## src/hw/cim_map.svh

```systemverilog
`ifndef CIM_MAP_SVH
`define CIM_MAP_SVH
// Width of the count register and of every stored word.
`define CIM_CNT_W      32
// Count value loaded by the arm event.
`define CIM_CNT_INIT   32'h0000_0000
// Step applied on each counted source edge.
`define CIM_CNT_STEP   32'h0000_0001
// Depth of the result buffer and its pointer width.
`define CIM_FIFO_DEPTH 16
`define CIM_FIFO_AW    4
// Positions of the pin inputs inside the synchroniser vectors.
`define CIM_PIN_N      4
`define CIM_PIN_SRC    0
`define CIM_PIN_GATE   1
`define CIM_PIN_DIR    2
`define CIM_PIN_SAMP   3
`endif

```

## src/hw/cim_pkg.sv

```systemverilog
`include "cim_map.svh"
package cim_pkg;
    // Measurement selection.
    typedef enum logic [3:0] {
        CIM_EDGE_ON_DEMAND = 4'h0,
        CIM_EDGE_BUFFERED  = 4'h1,
        CIM_PW_SINGLE      = 4'h2,
        CIM_PW_IMPLICIT    = 4'h3,
        CIM_PW_SAMPLED     = 4'h4,
        CIM_PW_HW_TIMED_SINGLE_POINT = 4'h5,
        CIM_PL_SINGLE      = 4'h6,
        CIM_PL_IMPLICIT    = 4'h7,
        CIM_PL_SAMPLED     = 4'h8,
        CIM_PL_HW_TIMED_SINGLE_POINT = 4'h9
    } cim_mode_t;
    // Count direction selection.
    typedef enum logic [1:0] {
        CIM_DIR_UP   = 2'h0,
        CIM_DIR_DOWN = 2'h1,
        CIM_DIR_EXT  = 2'h2
    } cim_dir_t;
    // Sequencer states, Gray coded along idle, wait, first, second, done.
    typedef enum logic [2:0] {
        CIM_ST_IDLE  = 3'h0,
        CIM_ST_WAIT  = 3'h1,
        CIM_ST_RUN   = 3'h3,
        CIM_ST_PH2   = 3'h2,
        CIM_ST_DONE  = 3'h6
    } cim_state_t;
    // Complete state of the measurement core.
    typedef struct packed {
        logic [`CIM_PIN_N-1:0] syncA;
        logic [`CIM_PIN_N-1:0] syncB;
        logic [`CIM_PIN_N-1:0] prevB;
        cim_state_t            state;
        logic [`CIM_CNT_W-1:0] count;
        logic [`CIM_CNT_W-1:0] widthHi;
        logic [`CIM_CNT_W-1:0] widthLo;
        logic                  fresh;
        logic                  pendValid;
        logic [`CIM_CNT_W-1:0] pendData;
        logic                  pushValid;
        logic [`CIM_CNT_W-1:0] pushData;
        logic                  overrun;
        logic                  dataLost;
    } cim_core_t;
endpackage : cim_pkg

```

## src/hw/cim_top.sv

```systemverilog
`timescale 1ns/1ps
`include "cim_map.svh"
// Operation
// (RULE1) Armed counter steps on selected source edge.
// (RULE2) Count output readable anytime without disturbing counting.
// (RULE3) Active pause trigger makes source edges ignored.
// (RULE4) Pause comes from gate, polarity selectable.
// (RULE5) Sample edge captures running count into buffer.
// (RULE6) Samples cumulative since arm, never cleared.
// (RULE7) Sample clock edge selectable rising or falling.
// (RULE8) Direction up, down, or from direction pin.
// (RULE9) Pulse width measures high or low pulses.
// (RULE10) Count source edges only while gate active.
// (RULE11) Armed inside active pulse waits next leading.
// (RULE12) Single width stored at trailing, then stop.
// (RULE13) Implicit width stores each trailing edge count.
// (RULE14) Sample edge stores last completed pulse width.
// (RULE15) Timed single point flags overrun without pulse.
// (RULE16) Pulse measures both active and inactive phases.
// (RULE17) Single pulse equals two consecutive width measurements.
// (RULE18) Implicit pulse stores count on every gate edge.
// (RULE19) First phase select picks starting gate edge.
// (RULE20) Sample edge stores high and low counts.
// (RULE21) Timed single point pulse flags overrun too.
// (RULE22) External DMA drains the result buffer.
// (RULE23) Count and stored words are 32 bits.
// (RULE24) Arm clears count and previous measurement state.

// Result buffer; output word is registered so the drain sees flop data.
module cim_fifo #(
    parameter int WIDTH = `CIM_CNT_W,
    parameter int DEPTH = `CIM_FIFO_DEPTH,
    parameter int AW    = `CIM_FIFO_AW
) (
    input  wire logic             clk_sys,
    input  wire logic             rst_n,
    input  wire logic             inValid,
    input  wire logic [WIDTH-1:0] inData,
    output logic                  inReady,
    output logic                  outValid,
    output logic      [WIDTH-1:0] outData,
    input  wire logic             outReady
);
    typedef struct packed {
        logic [AW:0]      used;
        logic [AW-1:0]    wrPtr;
        logic [AW-1:0]    rdPtr;
        logic             outValid;
        logic [WIDTH-1:0] outData;
    } cim_fifo_t;

    localparam logic [AW:0] FULL_LVL = (AW+1)'(DEPTH);
    localparam logic [AW:0] ONE_LVL  = (AW+1)'(1);

    logic [WIDTH-1:0] mem [DEPTH];
    cim_fifo_t        fifo_reg;
    cim_fifo_t        fifo_next;
    logic             doPush;
    logic             doPop;

    // Full is honest: the source sees back-pressure once all slots hold data.
    assign inReady = (fifo_reg.used != FULL_LVL);
    assign doPush  = inValid && inReady;
    assign doPop   = (fifo_reg.used != '0)
                     && (!fifo_reg.outValid || outReady);

    // Pointer and output stage update.
    always_comb begin
        fifo_next = fifo_reg;
        if (fifo_reg.outValid && outReady) begin
            fifo_next.outValid = 1'b0;
        end
        if (doPop) begin
            fifo_next.outData  = mem[fifo_reg.rdPtr];
            fifo_next.outValid = 1'b1;
            fifo_next.rdPtr    = fifo_reg.rdPtr + 1'b1;
        end
        if (doPush) begin
            fifo_next.wrPtr = fifo_reg.wrPtr + 1'b1;
        end
        if (doPush && !doPop) begin
            fifo_next.used = fifo_reg.used + ONE_LVL;
        end else if (!doPush && doPop) begin
            fifo_next.used = fifo_reg.used - ONE_LVL;
        end
    end

    always_ff @(posedge clk_sys or negedge rst_n) begin
        if (!rst_n) begin
            fifo_reg <= '0;
        end else begin
            fifo_reg <= fifo_next;
        end
    end

    // Storage has no reset; only slots behind the write pointer are read.
    always_ff @(posedge clk_sys) begin
        if (doPush) begin
            mem[fifo_reg.wrPtr] <= inData;
        end
    end

    assign outValid = fifo_reg.outValid;
    assign outData  = fifo_reg.outData;
endmodule : cim_fifo

module cim_top
    import cim_pkg::*;
(
    input  wire logic                  clk_sys,
    input  wire logic                  rst_n,
    input  wire logic                  srcPin,
    input  wire logic                  gatePin,
    input  wire logic                  dirPin,
    input  wire logic                  sampleClkPin,
    input  wire logic                  armStart,
    input  wire cim_mode_t             measMode,
    input  wire cim_dir_t              dirMode,
    input  wire logic                  srcFallEdge,
    input  wire logic                  sampleFallEdge,
    input  wire logic                  pauseEnable,
    input  wire logic                  pauseWhenHigh,
    input  wire logic                  measureLowPulse,
    input  wire logic                  firstPhaseSelect,
    output logic [`CIM_CNT_W-1:0]      countValue,
    output logic                       overrunError,
    output logic                       dataLost,
    output logic                       fifoOutValid,
    output logic [`CIM_CNT_W-1:0]      fifoOutData,
    input  wire logic                  fifoOutReady
);
    cim_core_t             core_reg;
    cim_core_t             core_next;
    logic                  fifoInReady;
    logic                  srcHit;
    logic                  sampHit;
    logic                  paused;
    logic                  countUp;
    logic                  actNow;
    logic                  actPrev;
    logic                  gateEdge;
    logic                  startEdge;
    logic                  isEdge;
    logic                  isPw;
    logic                  isSampled;
    logic                  isHwtsp;
    logic                  doPush;
    logic [`CIM_CNT_W-1:0] pushWord;

    // Selected transition between two synchronised samples.
    function automatic logic edgeHit(input logic prv, input logic cur,
                                     input logic fall);
        edgeHit = fall ? (prv && !cur) : (!prv && cur);
    endfunction : edgeHit

    // Decoded view of the synchronised pins and the mode.
    always_comb begin
        srcHit  = edgeHit(core_reg.prevB[`CIM_PIN_SRC],
                          core_reg.syncB[`CIM_PIN_SRC], srcFallEdge); // RULE1
        sampHit = edgeHit(core_reg.prevB[`CIM_PIN_SAMP],
                          core_reg.syncB[`CIM_PIN_SAMP],
                          sampleFallEdge); // RULE7
        paused  = pauseEnable
                  && (core_reg.syncB[`CIM_PIN_GATE] == pauseWhenHigh); // RULE4
        countUp = (dirMode == CIM_DIR_UP)
                  || ((dirMode == CIM_DIR_EXT)
                      && core_reg.syncB[`CIM_PIN_DIR]); // RULE8
        actNow  = core_reg.syncB[`CIM_PIN_GATE] ^ measureLowPulse; // RULE9
        actPrev = core_reg.prevB[`CIM_PIN_GATE] ^ measureLowPulse;
        gateEdge  = core_reg.syncB[`CIM_PIN_GATE]
                    != core_reg.prevB[`CIM_PIN_GATE];
        startEdge = edgeHit(core_reg.prevB[`CIM_PIN_GATE],
                            core_reg.syncB[`CIM_PIN_GATE],
                            firstPhaseSelect); // RULE19
        isEdge    = (measMode == CIM_EDGE_ON_DEMAND)
                    || (measMode == CIM_EDGE_BUFFERED);
        isPw      = (measMode >= CIM_PW_SINGLE)
                    && (measMode <= CIM_PW_HW_TIMED_SINGLE_POINT);
        isHwtsp   = (measMode == CIM_PW_HW_TIMED_SINGLE_POINT)
                    || (measMode == CIM_PL_HW_TIMED_SINGLE_POINT);
        isSampled = isHwtsp || (measMode == CIM_PW_SAMPLED)
                    || (measMode == CIM_PL_SAMPLED);
    end

    // Whole core next state. Pins pass two flops before any decode.
    always_comb begin
        core_next       = core_reg;
        doPush          = 1'b0;
        pushWord        = core_reg.count;
        core_next.syncA = {sampleClkPin, dirPin, gatePin, srcPin};
        core_next.syncB = core_reg.syncA;
        core_next.prevB = core_reg.syncB;
        core_next.pushValid = 1'b0;
        // A word refused by a full buffer is dropped and remembered.
        if (core_reg.pushValid && !fifoInReady) begin
            core_next.dataLost = 1'b1;
        end
        if (armStart) begin
            core_next.count     = `CIM_CNT_INIT; // RULE24
            core_next.widthHi   = `CIM_CNT_INIT;
            core_next.widthLo   = `CIM_CNT_INIT;
            core_next.fresh     = 1'b0;
            core_next.pendValid = 1'b0;
            core_next.overrun   = 1'b0;
            core_next.dataLost  = 1'b0;
            core_next.state     = isEdge ? CIM_ST_RUN : CIM_ST_WAIT; // RULE11
        end else begin
            // Sample edges report the last finished result.
            if (isSampled && sampHit && core_reg.state != CIM_ST_IDLE) begin
                doPush   = 1'b1;
                pushWord = core_reg.widthHi; // RULE14
                if (!isPw) begin
                    core_next.pendValid = 1'b1; // RULE20
                    core_next.pendData  = core_reg.widthLo;
                end
                if (isHwtsp && !core_reg.fresh) begin
                    core_next.overrun = 1'b1; // RULE15 RULE21
                end
                core_next.fresh = 1'b0;
            end
            case (core_reg.state)
                CIM_ST_RUN: begin
                    if (isEdge) begin
                        if (srcHit && !paused) begin // RULE3
                            core_next.count = countUp
                                ? core_reg.count + `CIM_CNT_STEP
                                : core_reg.count - `CIM_CNT_STEP; // RULE1
                        end
                        if (measMode == CIM_EDGE_BUFFERED && sampHit) begin
                            doPush   = 1'b1; // RULE5 RULE6
                            pushWord = core_reg.count;
                        end
                    end else if (isPw) begin
                        if (actPrev && !actNow) begin
                            core_next.count = `CIM_CNT_INIT;
                            core_next.state = CIM_ST_WAIT;
                            if (isSampled) begin
                                core_next.widthHi = core_reg.count;
                                core_next.fresh   = 1'b1;
                            end else begin
                                doPush   = 1'b1; // RULE13
                                pushWord = core_reg.count;
                                if (measMode == CIM_PW_SINGLE) begin
                                    core_next.state = CIM_ST_DONE; // RULE12
                                end
                            end
                        end else if (srcHit && actNow) begin
                            core_next.count = core_reg.count
                                              + `CIM_CNT_STEP; // RULE10
                        end
                    end else begin
                        // First phase of a pulse measurement.
                        if (gateEdge) begin
                            core_next.count = `CIM_CNT_INIT;
                            core_next.state = CIM_ST_PH2; // RULE16
                            if (isSampled) begin
                                if (firstPhaseSelect) begin
                                    core_next.widthLo = core_reg.count;
                                end else begin
                                    core_next.widthHi = core_reg.count;
                                end
                            end else begin
                                doPush   = 1'b1; // RULE18
                                pushWord = core_reg.count;
                            end
                        end else if (srcHit) begin
                            core_next.count = core_reg.count
                                              + `CIM_CNT_STEP;
                        end
                    end
                end
                CIM_ST_PH2: begin
                    // Second phase; a pair is complete at its end.
                    if (gateEdge) begin
                        core_next.count = `CIM_CNT_INIT;
                        core_next.state = CIM_ST_RUN;
                        if (isSampled) begin
                            if (firstPhaseSelect) begin
                                core_next.widthHi = core_reg.count;
                            end else begin
                                core_next.widthLo = core_reg.count;
                            end
                            core_next.fresh = 1'b1;
                        end else begin
                            doPush   = 1'b1; // RULE18
                            pushWord = core_reg.count;
                            if (measMode == CIM_PL_SINGLE) begin
                                core_next.state = CIM_ST_DONE; // RULE17
                            end
                        end
                    end else if (srcHit) begin
                        core_next.count = core_reg.count + `CIM_CNT_STEP;
                    end
                end
                CIM_ST_WAIT: begin
                    // A pulse already in progress is skipped.
                    if (isPw ? (actNow && !actPrev) : startEdge) begin
                        core_next.count = `CIM_CNT_INIT; // RULE11
                        core_next.state = CIM_ST_RUN;
                    end
                end
                CIM_ST_IDLE: begin
                    core_next.state = CIM_ST_IDLE;
                end
                CIM_ST_DONE: begin
                    core_next.state = CIM_ST_DONE; // RULE12
                end
                default: begin
                    core_next.state = CIM_ST_IDLE;
                end
            endcase
        end
        // Sample edges are two cycles apart at least, so the second word
        // of a pair never meets a new push.
        if (doPush) begin
            core_next.pushValid = 1'b1;
            core_next.pushData  = pushWord;
        end else if (core_reg.pendValid && !armStart) begin
            core_next.pushValid = 1'b1;
            core_next.pushData  = core_reg.pendData;
            core_next.pendValid = 1'b0;
        end
    end

    always_ff @(posedge clk_sys or negedge rst_n) begin
        if (!rst_n) begin
            core_reg <= '0;
        end else begin
            core_reg <= core_next;
        end
    end

    // The drain side stalls the buffer; overflow shows on dataLost.
    cim_fifo #(
        .WIDTH (`CIM_CNT_W),
        .DEPTH (`CIM_FIFO_DEPTH),
        .AW    (`CIM_FIFO_AW)
    ) u_fifo (
        .clk_sys  (clk_sys),
        .rst_n    (rst_n),
        .inValid  (core_reg.pushValid),
        .inData   (core_reg.pushData),
        .inReady  (fifoInReady),
        .outValid (fifoOutValid),
        .outData  (fifoOutData),
        .outReady (fifoOutReady) // RULE22
    );

    // Count is a plain register read; reading never touches it.
    assign countValue   = core_reg.count; // RULE2 RULE23
    assign overrunError = core_reg.overrun;
    assign dataLost     = core_reg.dataLost;
endmodule : cim_top

```

## config.mk

```make
export PLATFORM = sky130hd
export DESIGN_NAME = cim_top
export DESIGN_NICKNAME = d
export VERILOG_FILES = /design/src/hw/cim_pkg.sv /design/src/hw/cim_top.sv
export VERILOG_INCLUDE_DIRS = /design/src /design/src/hw
export SDC_FILE = /design/constraint.sdc
export NUM_CORES = 1
export LEC_CHECK = 0
export ABC_AREA = 0
export BUFFER_PORTS_ARGS = -buffer_cell sky130_fd_sc_hd__buf_2
export CAP_MARGIN = 20
export CELL_PAD_IN_SITES_DETAIL_PLACEMENT = 1
export CELL_PAD_IN_SITES_GLOBAL_PLACEMENT = 1
export CORE_UTILIZATION = 51
export CTS_CLUSTER_SIZE = 14
export DETAILED_ROUTE_END_ITERATION = 6
export HOLD_SLACK_MARGIN = 0.02
export PLACE_DENSITY_LB_ADDON = 0.1
export SKIP_LAST_GASP = 1
export SYNTH_ARGS = -nofsm -noshare
export SYNTH_HDL_FRONTEND = slang
export SYNTH_SLANG_ARGS = --single-unit
```

## constraint.sdc

```tcl
create_clock -name clk_sys -period 5.3 [get_ports clk_sys]
set_input_delay 1.06 -clock clk_sys [delete_from_list [all_inputs] [get_ports clk_sys]]
set_output_delay 1.06 -clock clk_sys [all_outputs]
set_load 0.1 [all_outputs]
```

==> flow_metrics.py <==
metrics = {
    "detailed_routing": {
        "drcViolationCount": 0,
        "via_per_inst": 6.23,
        "dr.first_iter.drc_count": 1531,
        "drt_wl_total_mm": 85.9,
        "ant_nets": 0,
        "vias": 18800,
        "drt-pass1-iter-count": 5,
        "avgRoutedWirePerCell_um": 28.4,
    },
    "sta": {
        "rsz0062_at_grt": "false",
        "max-slew-margin-rel_pct": 25.9,
        "max_freq_mhz": 292,
        "min_period_ns": 3.43,
        "final-hold-violation-count": 0,
        "setup_tns_ns": 0,
        "maxSlewViolCount": 0,
        "finalSetupViolCount": 0,
        "worst_slack_ns": 1.87,
        "finClkSkew_ns": 0.0240,
        "period_share_pct": 64.6,
        "tightest_slew_ns": 1.11,
    },
    "setup_path": {
        "start_kind": "register",
        "cp_max_fo": 10,
        "worstPathArrival_ns": 3.92,
        "end_kind": "register",
        "worstSetupPathType": "register to register",
        "cp.required_ns": 5.80,
    },
    "yosys": {
        "synth_commonest_cells": "edfxtp_1 (512), dfrtp_1 (225), nand2_1 (200)",
        "synth_ff_type": "edfxtp_1",
        "synth_top_area_cell": "edfxtp_1",
        "yosys-top-cells-area": "edfxtp_1 (48%), dfrtp_1 (18%), mux4_2 (11%)",
        "ys_types": 89,
        "synth-edff-count": 512,
        "netlist.area_leader.share_pct": 47.8,
        "synth_nets": 2144,
        "synth.avg_cell_area_sq_um": 15.2,
        "syn-cell-area_sq_um": 32100,
        "synth-seq-cells": 737,
        "async_reset_ff_share_pct": 30.5,
        "yosysSeqAreaShare_pct": 65.3,
        "yosysMostFrequentCell": "edfxtp_1",
        "yosys_warnings": 0,
        "syn_inst": 2110,
    },
    "placed_design": {
        "portBuffers": 86,
        "place_ws_ns": 1.43,
        "place.gp.congestion": 0.929,
        "dp_hpwl_mm": 51.8,
    },
    "cells_and_area": {
        "fillers": 5790,
        "fin_nets": 2158,
        "area.growth.synth_to_final_pct": 11.7,
        "largest_reg_flops": 512,
        "drive_gt1_share_pct": 26.0,
        "num_antenna_cells": 0,
    },
    "cts": {
        "cts_root_buf": "clkbuf_16",
        "cts_buffer_depth": 3,
        "cts_buffers": 78,
        "worst_skew_pair.late_latency_ns": 0.62,
        "post_cts_buffers": 0,
        "cts.sinks": 737,
        "cts.clk_slew.worst_paths_ns": 0.06,
        "hold_buffers": 0,
        "cts_resized": 0,
        "htree_levels": 3,
        "cts_tree": "yes",
    },
    "pwr": {
        "p_leak_nw": 13.1,
        "power_density_nw_per_um2": 557,
        "ir_drop_mv": 0.306,
    },
    "die": {
        "initial_utilization_pct": 51.9,
        "pin_count": 87,
        "die-area_sq_um": 64000,
        "num_rows": 91,
        "die_x_um": 253,
        "core_sq_um": 61900,
        "die-height_um": 253,
    },
    "global_route": {
        "grt_pass1_vias": 20300,
        "grt_overflow": 0,
        "antenna_found_initial": 1,
        "grt_util_all_layers_pct": 27.6,
        "grt_max_degree": 82,
        "grt_pass1_wl_mm": 130,
    },
    "outcome": {
        "status": "finished clean",
    },
    "worst_hold_path": {
        "hold_class": "register to register",
    },
    "job": {
        "drv_cap": 0,
    },
}
==> routing by layer <==
layer	share of wire [%]	up-vias	GRT usage, %
li1	-	8146	-
met1	42	9926	36.2
met2	50	595	47.1
met3	4.8	176	3.79
met4	3.1	0	10.3
met5	0	-	0
==> power by group <==
part / internal (W) / leakage [nW] / switching, W
logic: 0.00232 / 3.99 / 0.00384
clock network: 0.00336 / 1.31 / 0.00225
registers: 0.00703 / 7.79 / 0.00117
==> per-stage QoR <==
stage	hold WS, ns	util [%]	instance area, sq um	instances	total power, W
global placement	0.336	53.5	33100	2874	0.0143
CTS	0.352	57.9	35800	3021	0.0201
finish	0.346	58.0	35900	3024	0.0200
detailed placement	0.336	53.6	33200	2878	0.0145
global route	0.363	58.0	35900	3024	0.0207
floorplan	0.331	-	32100	2110	0.0129
==> cells by family after synthesis <==
logic type               synth area share (%)
AO/OA/AOI/OAI                            7.03
flip-flops                               65.3
multiplexers                             15.3
adder cells (fa/ha/maj)                 0.568
buffers and inverters                    3.63
AND/OR/NAND/NOR                          6.71
XOR/XNOR                                 1.44
==> worst max-delay path: stages, from the launching register on <==
cell,delay (ns)
dfrtp_1,0.58
ha_1,0.34
and4_1,0.34
nand3_1,0.56
nor3_1,0.60
a2111oi_0,0.18
a311o_1,0.37
a41oi_1,0.22
o2bb2ai_1,0.11
==> final timing paths <==
kind	start	end	slack, ns	depth (start not counted)
worst max register to register	countValue[0]	countValue[24]	1.87	8
worst min-delay path	core_next[175]	core_next[171]	0.35	0
worst min register to register	core_next[175]	core_next[171]	0.35	0
min in group asynchronous	rst_n	u_fifo.outData[30]	0.51	1
worst max-delay path	countValue[0]	countValue[24]	1.87	8
max in group asynchronous	rst_n	countValue[1]	3.64	2
==> placed cells by master (no fill, tap or decap), drive strengths merged, types with 6 or more instances in the layout <==
cell type  instances
a21o               6
a21oi             49
a221oi             8
a2bb2oi           11
a31oi             17
and2               8
and3              22
and4               7
buf              146
bufinv            10
clkbuf           100
clkinv            32
dfrtp            225
edfxtp           512
ha                13
inv               20
mux2              85
mux2i             35
mux4             160
nand2            201
nand2b             8
nand3             40
nand4             10
nor2              66
nor3              28
nor3b              7
nor4              16
o211ai             9
o21ai            143
o22a               9
o22ai             11
o311ai             7
o31ai              8
or3               11
or4               10
xnor2             39
xor2              14
==> final cells by class <==
type                            instances  area (sq um)  share of cell area, %
Clock buffer                          100          2150                   5.98
Sequential cell                       737         21000                   58.5
Inverter                               20          75.1                  0.209
Timing Repair Buffer                  146           981                   2.73
Tap cell                              837          1050                   2.92
Multi-Input combinational cell       1141         10100                   28.2
Clock inverter                         43           503                   1.40
Power figures use the tool's default switching activity.
